`config.mk`:
```
export PLATFORM = sky130hd
export DESIGN_NAME = fsp_ctrl
export DESIGN_NICKNAME = d
export VERILOG_FILES = /design/src/hdl/fsp_pkg.sv /design/src/hdl/fsp_ctrl.sv
export SDC_FILE = /design/constraint.sdc
export NUM_CORES = 1
export LEC_CHECK = 0
export BUFFER_PORTS_ARGS = -buffer_cell sky130_fd_sc_hd__buf_2
export CORE_MARGIN = 2
export CORE_UTILIZATION = 50
export DETAILED_ROUTE_END_ITERATION = 8
export PLACE_DENSITY = 0.69
export SLEW_MARGIN = 20
export SYNTH_ARGS = -nofsm -noshare
export SYNTH_HDL_FRONTEND = slang
export SYNTH_SLANG_ARGS = --single-unit
export TNS_END_PERCENT = 1
```
`constraint.sdc`:
```
create_clock -name core_clk -period 3.5 [get_ports core_clk]
set_clock_uncertainty 0.2 [all_clocks]
set_input_delay 0.7 -clock core_clk [delete_from_list [all_inputs] [get_ports core_clk]]
set_output_delay 0.7 -clock core_clk [all_outputs]
set_load 0.1 [all_outputs]
```
`src/hdl/fsp_pkg.sv`:
```
// constants and types for the flash self-programming sequencer
package fsp_pkg;
   // register byte offsets on the bus
   localparam logic [3:0] CTRL_OFS = 4'h0;
   localparam logic [3:0] STAT_OFS = 4'h4;
   // control register bit positions
   localparam int STORE_EN_POS = 0;
   localparam int PAGE_ERASE_POS = 1;
   localparam int PAGE_WRITE_POS = 2;
   localparam int READ_FUSE_POS = 3;
   localparam int CLEAR_BUF_POS = 4;
   localparam int READ_SIG_POS = 5;
   localparam int CTRL_W = 6;
   localparam logic [CTRL_W-1:0] CTRL_RESET = 6'h00;
   // accepted command patterns
   localparam logic [CTRL_W-1:0] CMD_LOAD = 6'h01;
   localparam logic [CTRL_W-1:0] CMD_ERASE = 6'h03;
   localparam logic [CTRL_W-1:0] CMD_WRITE = 6'h05;
   localparam logic [CTRL_W-1:0] CMD_RD_FUSE = 6'h09;
   localparam logic [CTRL_W-1:0] CMD_CLR_BUF = 6'h11;
   localparam logic [CTRL_W-1:0] CMD_RD_SIG = 6'h21;
   // command windows in system clock cycles
   localparam logic [2:0] STORE_WIN = 3'h4;
   localparam logic [2:0] LOAD_WIN = 3'h3;
   // z addresses in fuse/lock read mode
   localparam logic [15:0] Z_FUSE_LOW = 16'h0000;
   localparam logic [15:0] Z_LOCK = 16'h0001;
   localparam logic [15:0] Z_FUSE_EXT = 16'h0002;
   localparam logic [15:0] Z_FUSE_HIGH = 16'h0003;
   // value of an erased buffer word and of an unmapped byte
   localparam logic [15:0] ERASED_WORD = 16'hffff;
   localparam logic [7:0] BLANK_BYTE = 8'hff;
   // status register bits
   localparam int STAT_BUSY_POS = 0;
   localparam int STAT_LOADED_POS = 1;
   localparam int STAT_FUSE_POS = 2;
   localparam int STAT_EEP_POS = 3;
   // ahb encodings
   localparam logic [1:0] HTRANS_NONSEQ = 2'h2;
   localparam logic HRESP_OKAY = 1'b0;
   typedef enum logic [1:0] {st_idle, st_erase, st_write} fsp_state_e;
endpackage : fsp_pkg

```
`src/hdl/fsp_ctrl.sv`:
```
// flash self-programming sequencer with ahb-lite control registers
// How it works
// - store inert unless self-programming fuse programmed
// - page buffer words load in any order
// - pattern 00000011 then store erases page
// - erase ignores z bits outside page field
// - cpu halted through whole page erase
// - pattern 00000001 then store loads buffer word
// - buffer cleared after write, clear bit, reset
// - eeprom write during loading discards buffer
// - pattern 00000101 then store writes page
// - cpu halted through whole page write
// - z low bits word, high bits page
// - load instruction picks byte with z0
// - eeprom write blocks programming and fuse reads
// - programmed fuse bits read zero, others one
// - z 0x0001 in fuse mode returns lock bits
// - read and enable bits auto-clear, then normal
// - z 0,3,2 return fuse low, high, extended
// - signature mode returns table entry at z
// - control bits clear4 fuse3 write2 erase1 enable0
// - other control patterns are ignored
// - enable bit stays high until operation ends
//
// The register offsets and the AHB-Lite interface to the registers were chosen for this implementation.
`timescale 1ns/1ps
module fsp_ctrl #(
   parameter int WORD_BITS = 5,
   parameter int SIG_BYTES = 3,
   // arbitrary neutral signature contents, not a real part code
   parameter logic [8*SIG_BYTES-1:0] SIG_TABLE = 24'h5a_a5_01
) (
   input wire logic core_clk,
   input wire logic arst_n,
   // ahb-lite slave
   input wire logic hsel,
   input wire logic [31:0] haddr,
   input wire logic [1:0] htrans,
   input wire logic hwrite,
   input wire logic [2:0] hsize,
   input wire logic [31:0] hwdata,
   input wire logic hready,
   output logic hreadyout,
   output logic hresp,
   output logic [31:0] hrdata,
   // cpu instruction side
   input wire logic store_program_instr,
   input wire logic lpm_strobe,
   input wire logic [15:0] z_ptr,
   input wire logic [15:0] r1r0_data,
   output logic cpu_halt,
   output logic [7:0] lpm_data,
   output logic lpm_valid,
   // flash array side
   output logic [14:0] flash_rd_addr,
   input wire logic [15:0] flash_rd_word,
   output logic flash_erase_go,
   output logic flash_write_go,
   output logic [15-WORD_BITS-1:0] flash_page,
   input wire logic flash_done,
   input wire logic [WORD_BITS-1:0] buf_rd_idx,
   output logic [15:0] buf_rd_data,
   // fuses, lock bits and eeprom interlock
   input wire logic self_prog_fuse,
   input wire logic [7:0] fuse_low_byte,
   input wire logic [7:0] fuse_high_byte,
   input wire logic [7:0] fuse_extended_byte,
   input wire logic [7:0] lock_byte,
   input wire logic eeprom_write_pending
);
   localparam int PAGE_WORDS = 1 << WORD_BITS;
   localparam int PAGE_W = 15 - WORD_BITS;

   typedef struct packed {
      fsp_pkg::fsp_state_e st;
      logic [fsp_pkg::CTRL_W-1:0] ctrl;
      logic [2:0] win;
      logic [PAGE_W-1:0] page;
      logic [PAGE_WORDS-1:0][15:0] pbuf;
      logic [PAGE_WORDS-1:0] loaded;
      logic [15:0] buf_rd;
      logic [7:0] lpm_data;
      logic lpm_valid;
      logic erase_go;
      logic write_go;
      logic dp_wr;
      logic dp_rd;
      logic [3:0] dp_addr;
      logic [31:0] hrdata;
   } fsp_state_s;

   fsp_state_s s_reg;
   fsp_state_s s_next;

   logic addr_ok;
   logic ctrl_wr;
   logic cmd_ok;
   logic store_ok;
   logic load_mode;
   logic [WORD_BITS-1:0] z_word;
   logic [PAGE_W-1:0] z_page;
   logic [7:0] sig_byte;
   logic [7:0] fuse_byte;

   // z split into word and page fields
   assign z_word = z_ptr[WORD_BITS:1];
   assign z_page = z_ptr[15:WORD_BITS+1];
   // byte-wide load, z0 picks the byte
   assign flash_rd_addr = z_ptr[15:1];

   assign addr_ok = hsel && hready && (htrans == fsp_pkg::HTRANS_NONSEQ);
   assign ctrl_wr = s_reg.dp_wr && (s_reg.dp_addr == fsp_pkg::CTRL_OFS);

   // command codes fix the bit positions
   // only the documented patterns take effect
   always_comb begin
      case (hwdata[fsp_pkg::CTRL_W-1:0])
         fsp_pkg::CMD_LOAD, fsp_pkg::CMD_ERASE, fsp_pkg::CMD_WRITE,
         fsp_pkg::CMD_RD_FUSE, fsp_pkg::CMD_CLR_BUF, fsp_pkg::CMD_RD_SIG: cmd_ok = 1'b1;
         default: cmd_ok = 1'b0;
      endcase
   end

   // store only acts when the fuse reads programmed
   // eeprom write in flight blocks every store
   assign store_ok = store_program_instr && (s_reg.win != 3'h0) && !self_prog_fuse
      && !eeprom_write_pending && (s_reg.st == fsp_pkg::st_idle);

   // load window is the first three clocks of the four
   assign load_mode = lpm_strobe && (s_reg.win > (fsp_pkg::STORE_WIN - fsp_pkg::LOAD_WIN))
      && !eeprom_write_pending && (s_reg.st == fsp_pkg::st_idle);

   always_comb begin
      sig_byte = fsp_pkg::BLANK_BYTE;
      if (z_ptr < 16'(SIG_BYTES)) begin
         sig_byte = SIG_TABLE[8*z_ptr[7:0] +: 8];
      end
   end

   // fuse inputs already carry programmed bits as zero
   always_comb begin
      case (z_ptr)
         fsp_pkg::Z_FUSE_LOW: fuse_byte = fuse_low_byte;
         fsp_pkg::Z_LOCK: fuse_byte = lock_byte;
         fsp_pkg::Z_FUSE_EXT: fuse_byte = fuse_extended_byte;
         fsp_pkg::Z_FUSE_HIGH: fuse_byte = fuse_high_byte;
         default: fuse_byte = fsp_pkg::BLANK_BYTE;
      endcase
   end

   always_comb begin
      s_next = s_reg;
      s_next.erase_go = 1'b0;
      s_next.write_go = 1'b0;
      s_next.lpm_valid = 1'b0;
      s_next.buf_rd = s_reg.pbuf[buf_rd_idx];

      // bus address phase; the slave never inserts wait states
      s_next.dp_wr = addr_ok && hwrite;
      s_next.dp_rd = addr_ok && !hwrite;
      s_next.dp_addr = haddr[3:0];
      s_next.hrdata = 32'h0000_0000;
      if (addr_ok && !hwrite) begin
         if (haddr[3:0] == fsp_pkg::CTRL_OFS) begin
            s_next.hrdata[fsp_pkg::CTRL_W-1:0] = s_reg.ctrl;
         end else if (haddr[3:0] == fsp_pkg::STAT_OFS) begin
            s_next.hrdata[fsp_pkg::STAT_BUSY_POS] = (s_reg.st != fsp_pkg::st_idle);
            s_next.hrdata[fsp_pkg::STAT_LOADED_POS] = |s_reg.loaded;
            s_next.hrdata[fsp_pkg::STAT_FUSE_POS] = self_prog_fuse;
            s_next.hrdata[fsp_pkg::STAT_EEP_POS] = eeprom_write_pending;
         end
      end

      // window counts down one per clock
      if (s_reg.win != 3'h0) begin
         s_next.win = s_reg.win - 3'h1;
      end

      // expiry with no instruction drops the command bits
      if (s_reg.win == 3'h1 && s_reg.st == fsp_pkg::st_idle) begin
         s_next.ctrl = fsp_pkg::CTRL_RESET;
      end

      // normal load returns the byte picked by z0
      if (lpm_strobe) begin
         s_next.lpm_valid = 1'b1;
         s_next.lpm_data = z_ptr[0] ? flash_rd_word[15:8] : flash_rd_word[7:0];
      end

      // read modes clear on the load, then loads are normal
      if (load_mode && s_reg.ctrl == fsp_pkg::CMD_RD_FUSE) begin
         s_next.lpm_data = fuse_byte;
         s_next.ctrl = fsp_pkg::CTRL_RESET;
         s_next.win = 3'h0;
      end else if (load_mode && s_reg.ctrl == fsp_pkg::CMD_RD_SIG) begin
         s_next.lpm_data = sig_byte;
         s_next.ctrl = fsp_pkg::CTRL_RESET;
         s_next.win = 3'h0;
      end

      if (store_ok) begin
         s_next.win = 3'h0;
         s_next.ctrl = fsp_pkg::CTRL_RESET;
         case (s_reg.ctrl)
            // erase takes the page field only
            // word bits and r1r0 play no part
            fsp_pkg::CMD_ERASE: begin
               s_next.st = fsp_pkg::st_erase;
               s_next.page = z_page;
               s_next.erase_go = 1'b1;
               s_next.ctrl = s_reg.ctrl;
            end
            // write takes the page field, data from buffer
            fsp_pkg::CMD_WRITE: begin
               s_next.st = fsp_pkg::st_write;
               s_next.page = z_page;
               s_next.write_go = 1'b1;
               s_next.ctrl = s_reg.ctrl;
            end
            // r1r0 into the word selected by z
            // any word may be loaded, in any order, while no erase or write runs
            fsp_pkg::CMD_LOAD: begin
               s_next.pbuf[z_word] = r1r0_data;
               s_next.loaded[z_word] = 1'b1;
            end
            fsp_pkg::CMD_CLR_BUF: begin
               s_next.pbuf = {PAGE_WORDS{fsp_pkg::ERASED_WORD}};
               s_next.loaded = '0;
            end
            default: begin
               s_next.ctrl = fsp_pkg::CTRL_RESET;
            end
         endcase
      end

      // eeprom activity mid-load throws the buffer away
      if (eeprom_write_pending && (|s_reg.loaded)) begin
         s_next.pbuf = {PAGE_WORDS{fsp_pkg::ERASED_WORD}};
         s_next.loaded = '0;
      end

      // erase holds the cpu until the array reports done
      // enable bit held for the whole operation
      case (s_reg.st)
         fsp_pkg::st_erase: begin
            if (flash_done) begin
               s_next.st = fsp_pkg::st_idle;
               s_next.ctrl = fsp_pkg::CTRL_RESET;
            end
         end
         fsp_pkg::st_write: begin
            if (flash_done) begin
               s_next.st = fsp_pkg::st_idle;
               s_next.ctrl = fsp_pkg::CTRL_RESET;
               s_next.pbuf = {PAGE_WORDS{fsp_pkg::ERASED_WORD}};
               s_next.loaded = '0;
            end
         end
         default: begin
         end
      endcase

      // control writes ignored while eeprom busy or flash busy
      // a valid write opens a fresh window
      if (ctrl_wr && cmd_ok && !eeprom_write_pending && s_reg.st == fsp_pkg::st_idle) begin
         s_next.ctrl = hwdata[fsp_pkg::CTRL_W-1:0];
         s_next.win = fsp_pkg::STORE_WIN;
      end
   end

   // reset leaves the buffer erased and empty
   always_ff @(posedge core_clk or negedge arst_n) begin
      if (!arst_n) begin
         s_reg.st <= fsp_pkg::st_idle;
         s_reg.ctrl <= fsp_pkg::CTRL_RESET;
         s_reg.win <= 3'h0;
         s_reg.page <= '0;
         s_reg.pbuf <= {PAGE_WORDS{fsp_pkg::ERASED_WORD}};
         s_reg.loaded <= '0;
         s_reg.buf_rd <= 16'h0000;
         s_reg.lpm_data <= 8'h00;
         s_reg.lpm_valid <= 1'b0;
         s_reg.erase_go <= 1'b0;
         s_reg.write_go <= 1'b0;
         s_reg.dp_wr <= 1'b0;
         s_reg.dp_rd <= 1'b0;
         s_reg.dp_addr <= 4'h0;
         s_reg.hrdata <= 32'h0000_0000;
      end else begin
         s_reg <= s_next;
      end
   end

   assign hreadyout = 1'b1;
   assign hresp = fsp_pkg::HRESP_OKAY;
   assign hrdata = s_reg.hrdata;
   assign cpu_halt = (s_reg.st != fsp_pkg::st_idle);
   assign lpm_data = s_reg.lpm_data;
   assign lpm_valid = s_reg.lpm_valid;
   assign flash_erase_go = s_reg.erase_go;
   assign flash_write_go = s_reg.write_go;
   assign flash_page = s_reg.page;
   assign buf_rd_data = s_reg.buf_rd;
endmodule : fsp_ctrl

```
==> impl_summary.log <==
INFO  metric highest_clock_rate = 331 MHz
INFO  metric synthSimpleGateAreaFrac = 8.11%
INFO  metric h-tree-depth = 3
INFO  metric postSynthAreaPerCell = between 10 and 15 um^2
INFO  metric timing_worst_slew_pin_value = 1.12 ns
INFO  metric dpl.hpwl = 62600 um
INFO  metric timing.critical_path.slowest_stage_cell = nor4_1
INFO  metric detailedRoute.firstPassIterationCount = 5
INFO  metric layout-drive-gt1-share = between 40% and 50%
INFO  metric ctsRootBufferMaster = clkbuf_16
INFO  metric synth.yosys.seq_area_share = 54.1%
INFO  metric worst_skew_pair.late_latency = ~0.64 ns
INFO  metric synthTopCellsByArea = dfstp_2, a221o_1, mux4_2
INFO  metric yosys.area_share.xor_xnor = 0.0603%
INFO  metric nFillCells = 4617
INFO  metric yosys_warnings = 0
INFO  metric fin_ws = around 0.48 ns
INFO  metric max-clock-path-buffers = 3
INFO  metric post_synth_fa_ha_maj_area_fraction = 0.215%
INFO  metric dieHeight = 245 um
INFO  metric synth_cell_type_count = 63
INFO  metric worstPathArrival = 3.36 ns
INFO  metric worst_hold_path.endpoint = s_reg[34]
INFO  metric yosys_most_used_dff = dfstp_2
INFO  metric r2r-end = s_reg[110]
INFO  metric cts_tree = built
INFO  metric rrSetupSlack = around 0.48 ns
INFO  metric multi_input_area = around 12000 um^2
INFO  metric vdd_ir_drop_max = 0.427 mV
INFO  metric timing.critical_path.cells = nor4_1, nand4_1, nor2_1, o211ai_1, buf_12, buf_12, a221o_1
INFO  metric post-route-drc-count = 0
INFO  metric finalWirelength = around 98000 um
INFO  metric rr_startpoint = s_reg[72]
INFO  metric route.detailed.wl_per_inst = 30.0 um
INFO  metric antenna-diode-count = 0
INFO  metric timing.critical_path.required = 3.84 ns
INFO  metric detailedRoute.firstIterationViolations = around 2900
INFO  metric timing.max_slew.rel_slack = approximately 25%
INFO  metric clk_pin_slew_worst_paths = 0.07 ns
INFO  metric share_of_the_synthesized_area_in_compound_gates_ao_oa_aoi_oai = 20.5%
INFO  metric cp_common_cell = buf_12
INFO  metric area_delta_synth_final = 14.0%
INFO  metric status = complete, no violations
INFO  metric grt_pass1_wl = 145000 um
INFO  metric launching_element_type_of_the_critical_path = flop
INFO  metric via_per_inst = between 7 and 8
INFO  metric hold-path-cell-count = 1
INFO  metric initial_utilization = roughly 50%
INFO  metric via_count_of_the_first_global_routing_pass = 22500
INFO  metric design.core.area = 57600 um^2
INFO  metric post-route-period-util = 86.4%
INFO  metric finalSetupViolations = 0
INFO  metric worst-path-max-fanout = slightly above 60
INFO  metric die_area = around 60000 um^2
INFO  metric synth.mux.area_fraction = 11.0%
INFO  metric clock_sink_count = 603
INFO  metric synth_top_family_by_area = compound AO/OA/AOI/OAI gates
INFO  metric critical_path_class = flop to flop
INFO  metric finalMaxSlewViolations = 0
INFO  metric yosys.area.top_type = dfstp_2
INFO  metric largest_net_degree_at_the_start_of_global_routing = 114
INFO  metric chipWidth = 245 um
INFO  metric finalSetupTns = 0 ns
INFO  metric via_count = 22900
INFO  metric timing.hold.worst.class = primary input to flop
INFO  metric most_common_cell_in_the_netlist = dfstp_2
INFO  metric post_synth_inst_count = 2330
INFO  metric globalRoute.totalOverflow = 0
INFO  metric pre_cts_slack = 0.418 ns
INFO  metric r2r_cells = 7
INFO  metric synth-edff-count = 0
INFO  metric antenna_violating_nets_post_route = 0
INFO  metric syn-cell-area = 29100 um^2
INFO  metric drv_cap = 0
INFO  metric synthArstFlopShare = between 90% and 100%
INFO  metric post-synth-top-area-fraction = between 40% and 50%
INFO  metric global_route.usage.total = roughly a third
INFO  metric rsz_0062_raised_after_global_routing = no
INFO  metric ioPinCount = 251
INFO  metric min_from = haddr[2]
INFO  metric slowest_delay = 0.50 ns
INFO  metric port_buffers = 165
INFO  metric register_area = about 16000 um^2
INFO  metric power.density = 517 nW/um^2
INFO  metric cts-buffers-inserted = 67
INFO  metric antenna_violations_before_repair = 3
INFO  metric setup.worst_path.end_class = flop
INFO  metric cts-resized-gates = 0
INFO  metric ys_seq_elements = 603
INFO  metric finalHoldViolations = 0
INFO  metric leading_post_synthesis_cells_by_instance_count = dfstp_2, a221o_1, nand2_1, nor2_1, o22ai_1
INFO  metric leakage = 0.0134 uW
INFO  metric largest_register_ff_count = 560
INFO  metric finalWeightedCongestion = approximately 0.97
INFO  metric num-nets-final = between 2000 and 3000
INFO  metric fp-row-count = slightly below 90
INFO  metric fin_crit = 3.02 ns
## through the flow
stage | cell area, um^2 | hold WS, ns | util, % | cells | total power [uW]
6_report | 33100 | 0.120 | 57.5 | 3252 | 17100
5_1_grt | 33100 | 0.115 | 57.5 | 3252 | 17600
4_1_cts | 33100 | 0.0924 | 57.5 | 3252 | 17200
3_5_place_dp | 30900 | 0.284 | 53.6 | 3124 | 9980
3_3_place_gp | 30900 | 0.274 | 53.6 | 3124 | 9910
2_1_floorplan | 29200 | 0.204 | - | 2356 | 9350
## where the power goes
part	switching [uW]	total, uW	leakage [uW]	internal [uW]
Clock	3000	7200	0.00109	4200
Sequential	210	7790	0.00658	7580
Combinational	1390	2140	0.00576	755
Total	4600	17100	0.0134	12500
## cells by family (layout without fill, tap and decap cells)
kind of cell	count (synthesis)	after routing
simple gates	478	478
mux	176	176
other cells	2	28
compound gates	727	727
fa+ha+maj	5	5
flops	603	603
xor+xnor	2	2
buf+inv	337	468
## critical path: cells and delay by family (launching register included)
family,cells,cell delay (ns)
buf+inv,2,0.46
simple gates,3,1.32
flops,1,0.42
compound gates,2,0.49
## what timing repair did
item                                   CTS  global route
endpoints found under the hold margin    7             0
setup buffers                            0             0
setup endpoints to repair                0             0
hold buffers                             4             0
## worst max-delay path by stage
stage	start	endpoint	slack (ns)	depth (start not counted)
5_1_grt	s_reg[628]	s_reg[345]	0.31	8
4_1_cts	s_reg[628]	s_reg[345]	0.54	8
3_5_place_dp	eeprom_write_pending	s_reg[345]	0.42	7
3_3_place_gp	eeprom_write_pending	s_reg[492]	0.50	7
2_1_floorplan	z_ptr[1]	s_reg[228]	0.92	7
6_report	s_reg[72]	s_reg[110]	0.48	7
## final cells by class
cell class / instances / area share [%]
multi-input combinational: 1416 / 35.3
timing repair buffer: 333 / 7.46
clock inverter: 21 / 0.676
inverter: 11 / 0.125
sequential: 603 / 47.5
clock buffer: 103 / 6.05
tap: 765 / 2.89
## metal layers
metal | vias to the layer above | track usage [%] | share of wire [%]
li1 | 9262 | - | -
met1 | 11700 | 42.0 | 38
met2 | 1662 | 46.8 | 44
met3 | 283 | 10.8 | 12
met4 | 4 | 19.2 | 6.3
met5 | - | 0 | 0.026
## placed cells by master, fill, tap and decap left out, types with 13 or more instances in the layout
cell,Yosys,routed
a211oi_1,37,37
a21oi_1,43,43
a221o_1,376,376
a22oi_1,24,24
and3_1,17,17
buf_12,0,28
buf_2,105,162
buf_4,88,136
clkbuf_1,120,19
clkbuf_16,0,69
clkbuf_8,0,15
conb_1,2,28
dfrtp_1,91,91
dfstp_2,512,512
mux2_2,17,17
mux2i_1,46,46
mux4_2,112,112
nand2_1,147,147
nand3_1,13,13
nor2_1,138,138
nor3_1,55,53
nor3b_1,28,28
nor4_1,14,14
o21ai_0,71,71
o21ai_1,17,17
o22ai_1,125,125
No activity file was read; power rests on OpenSTA's default activity.
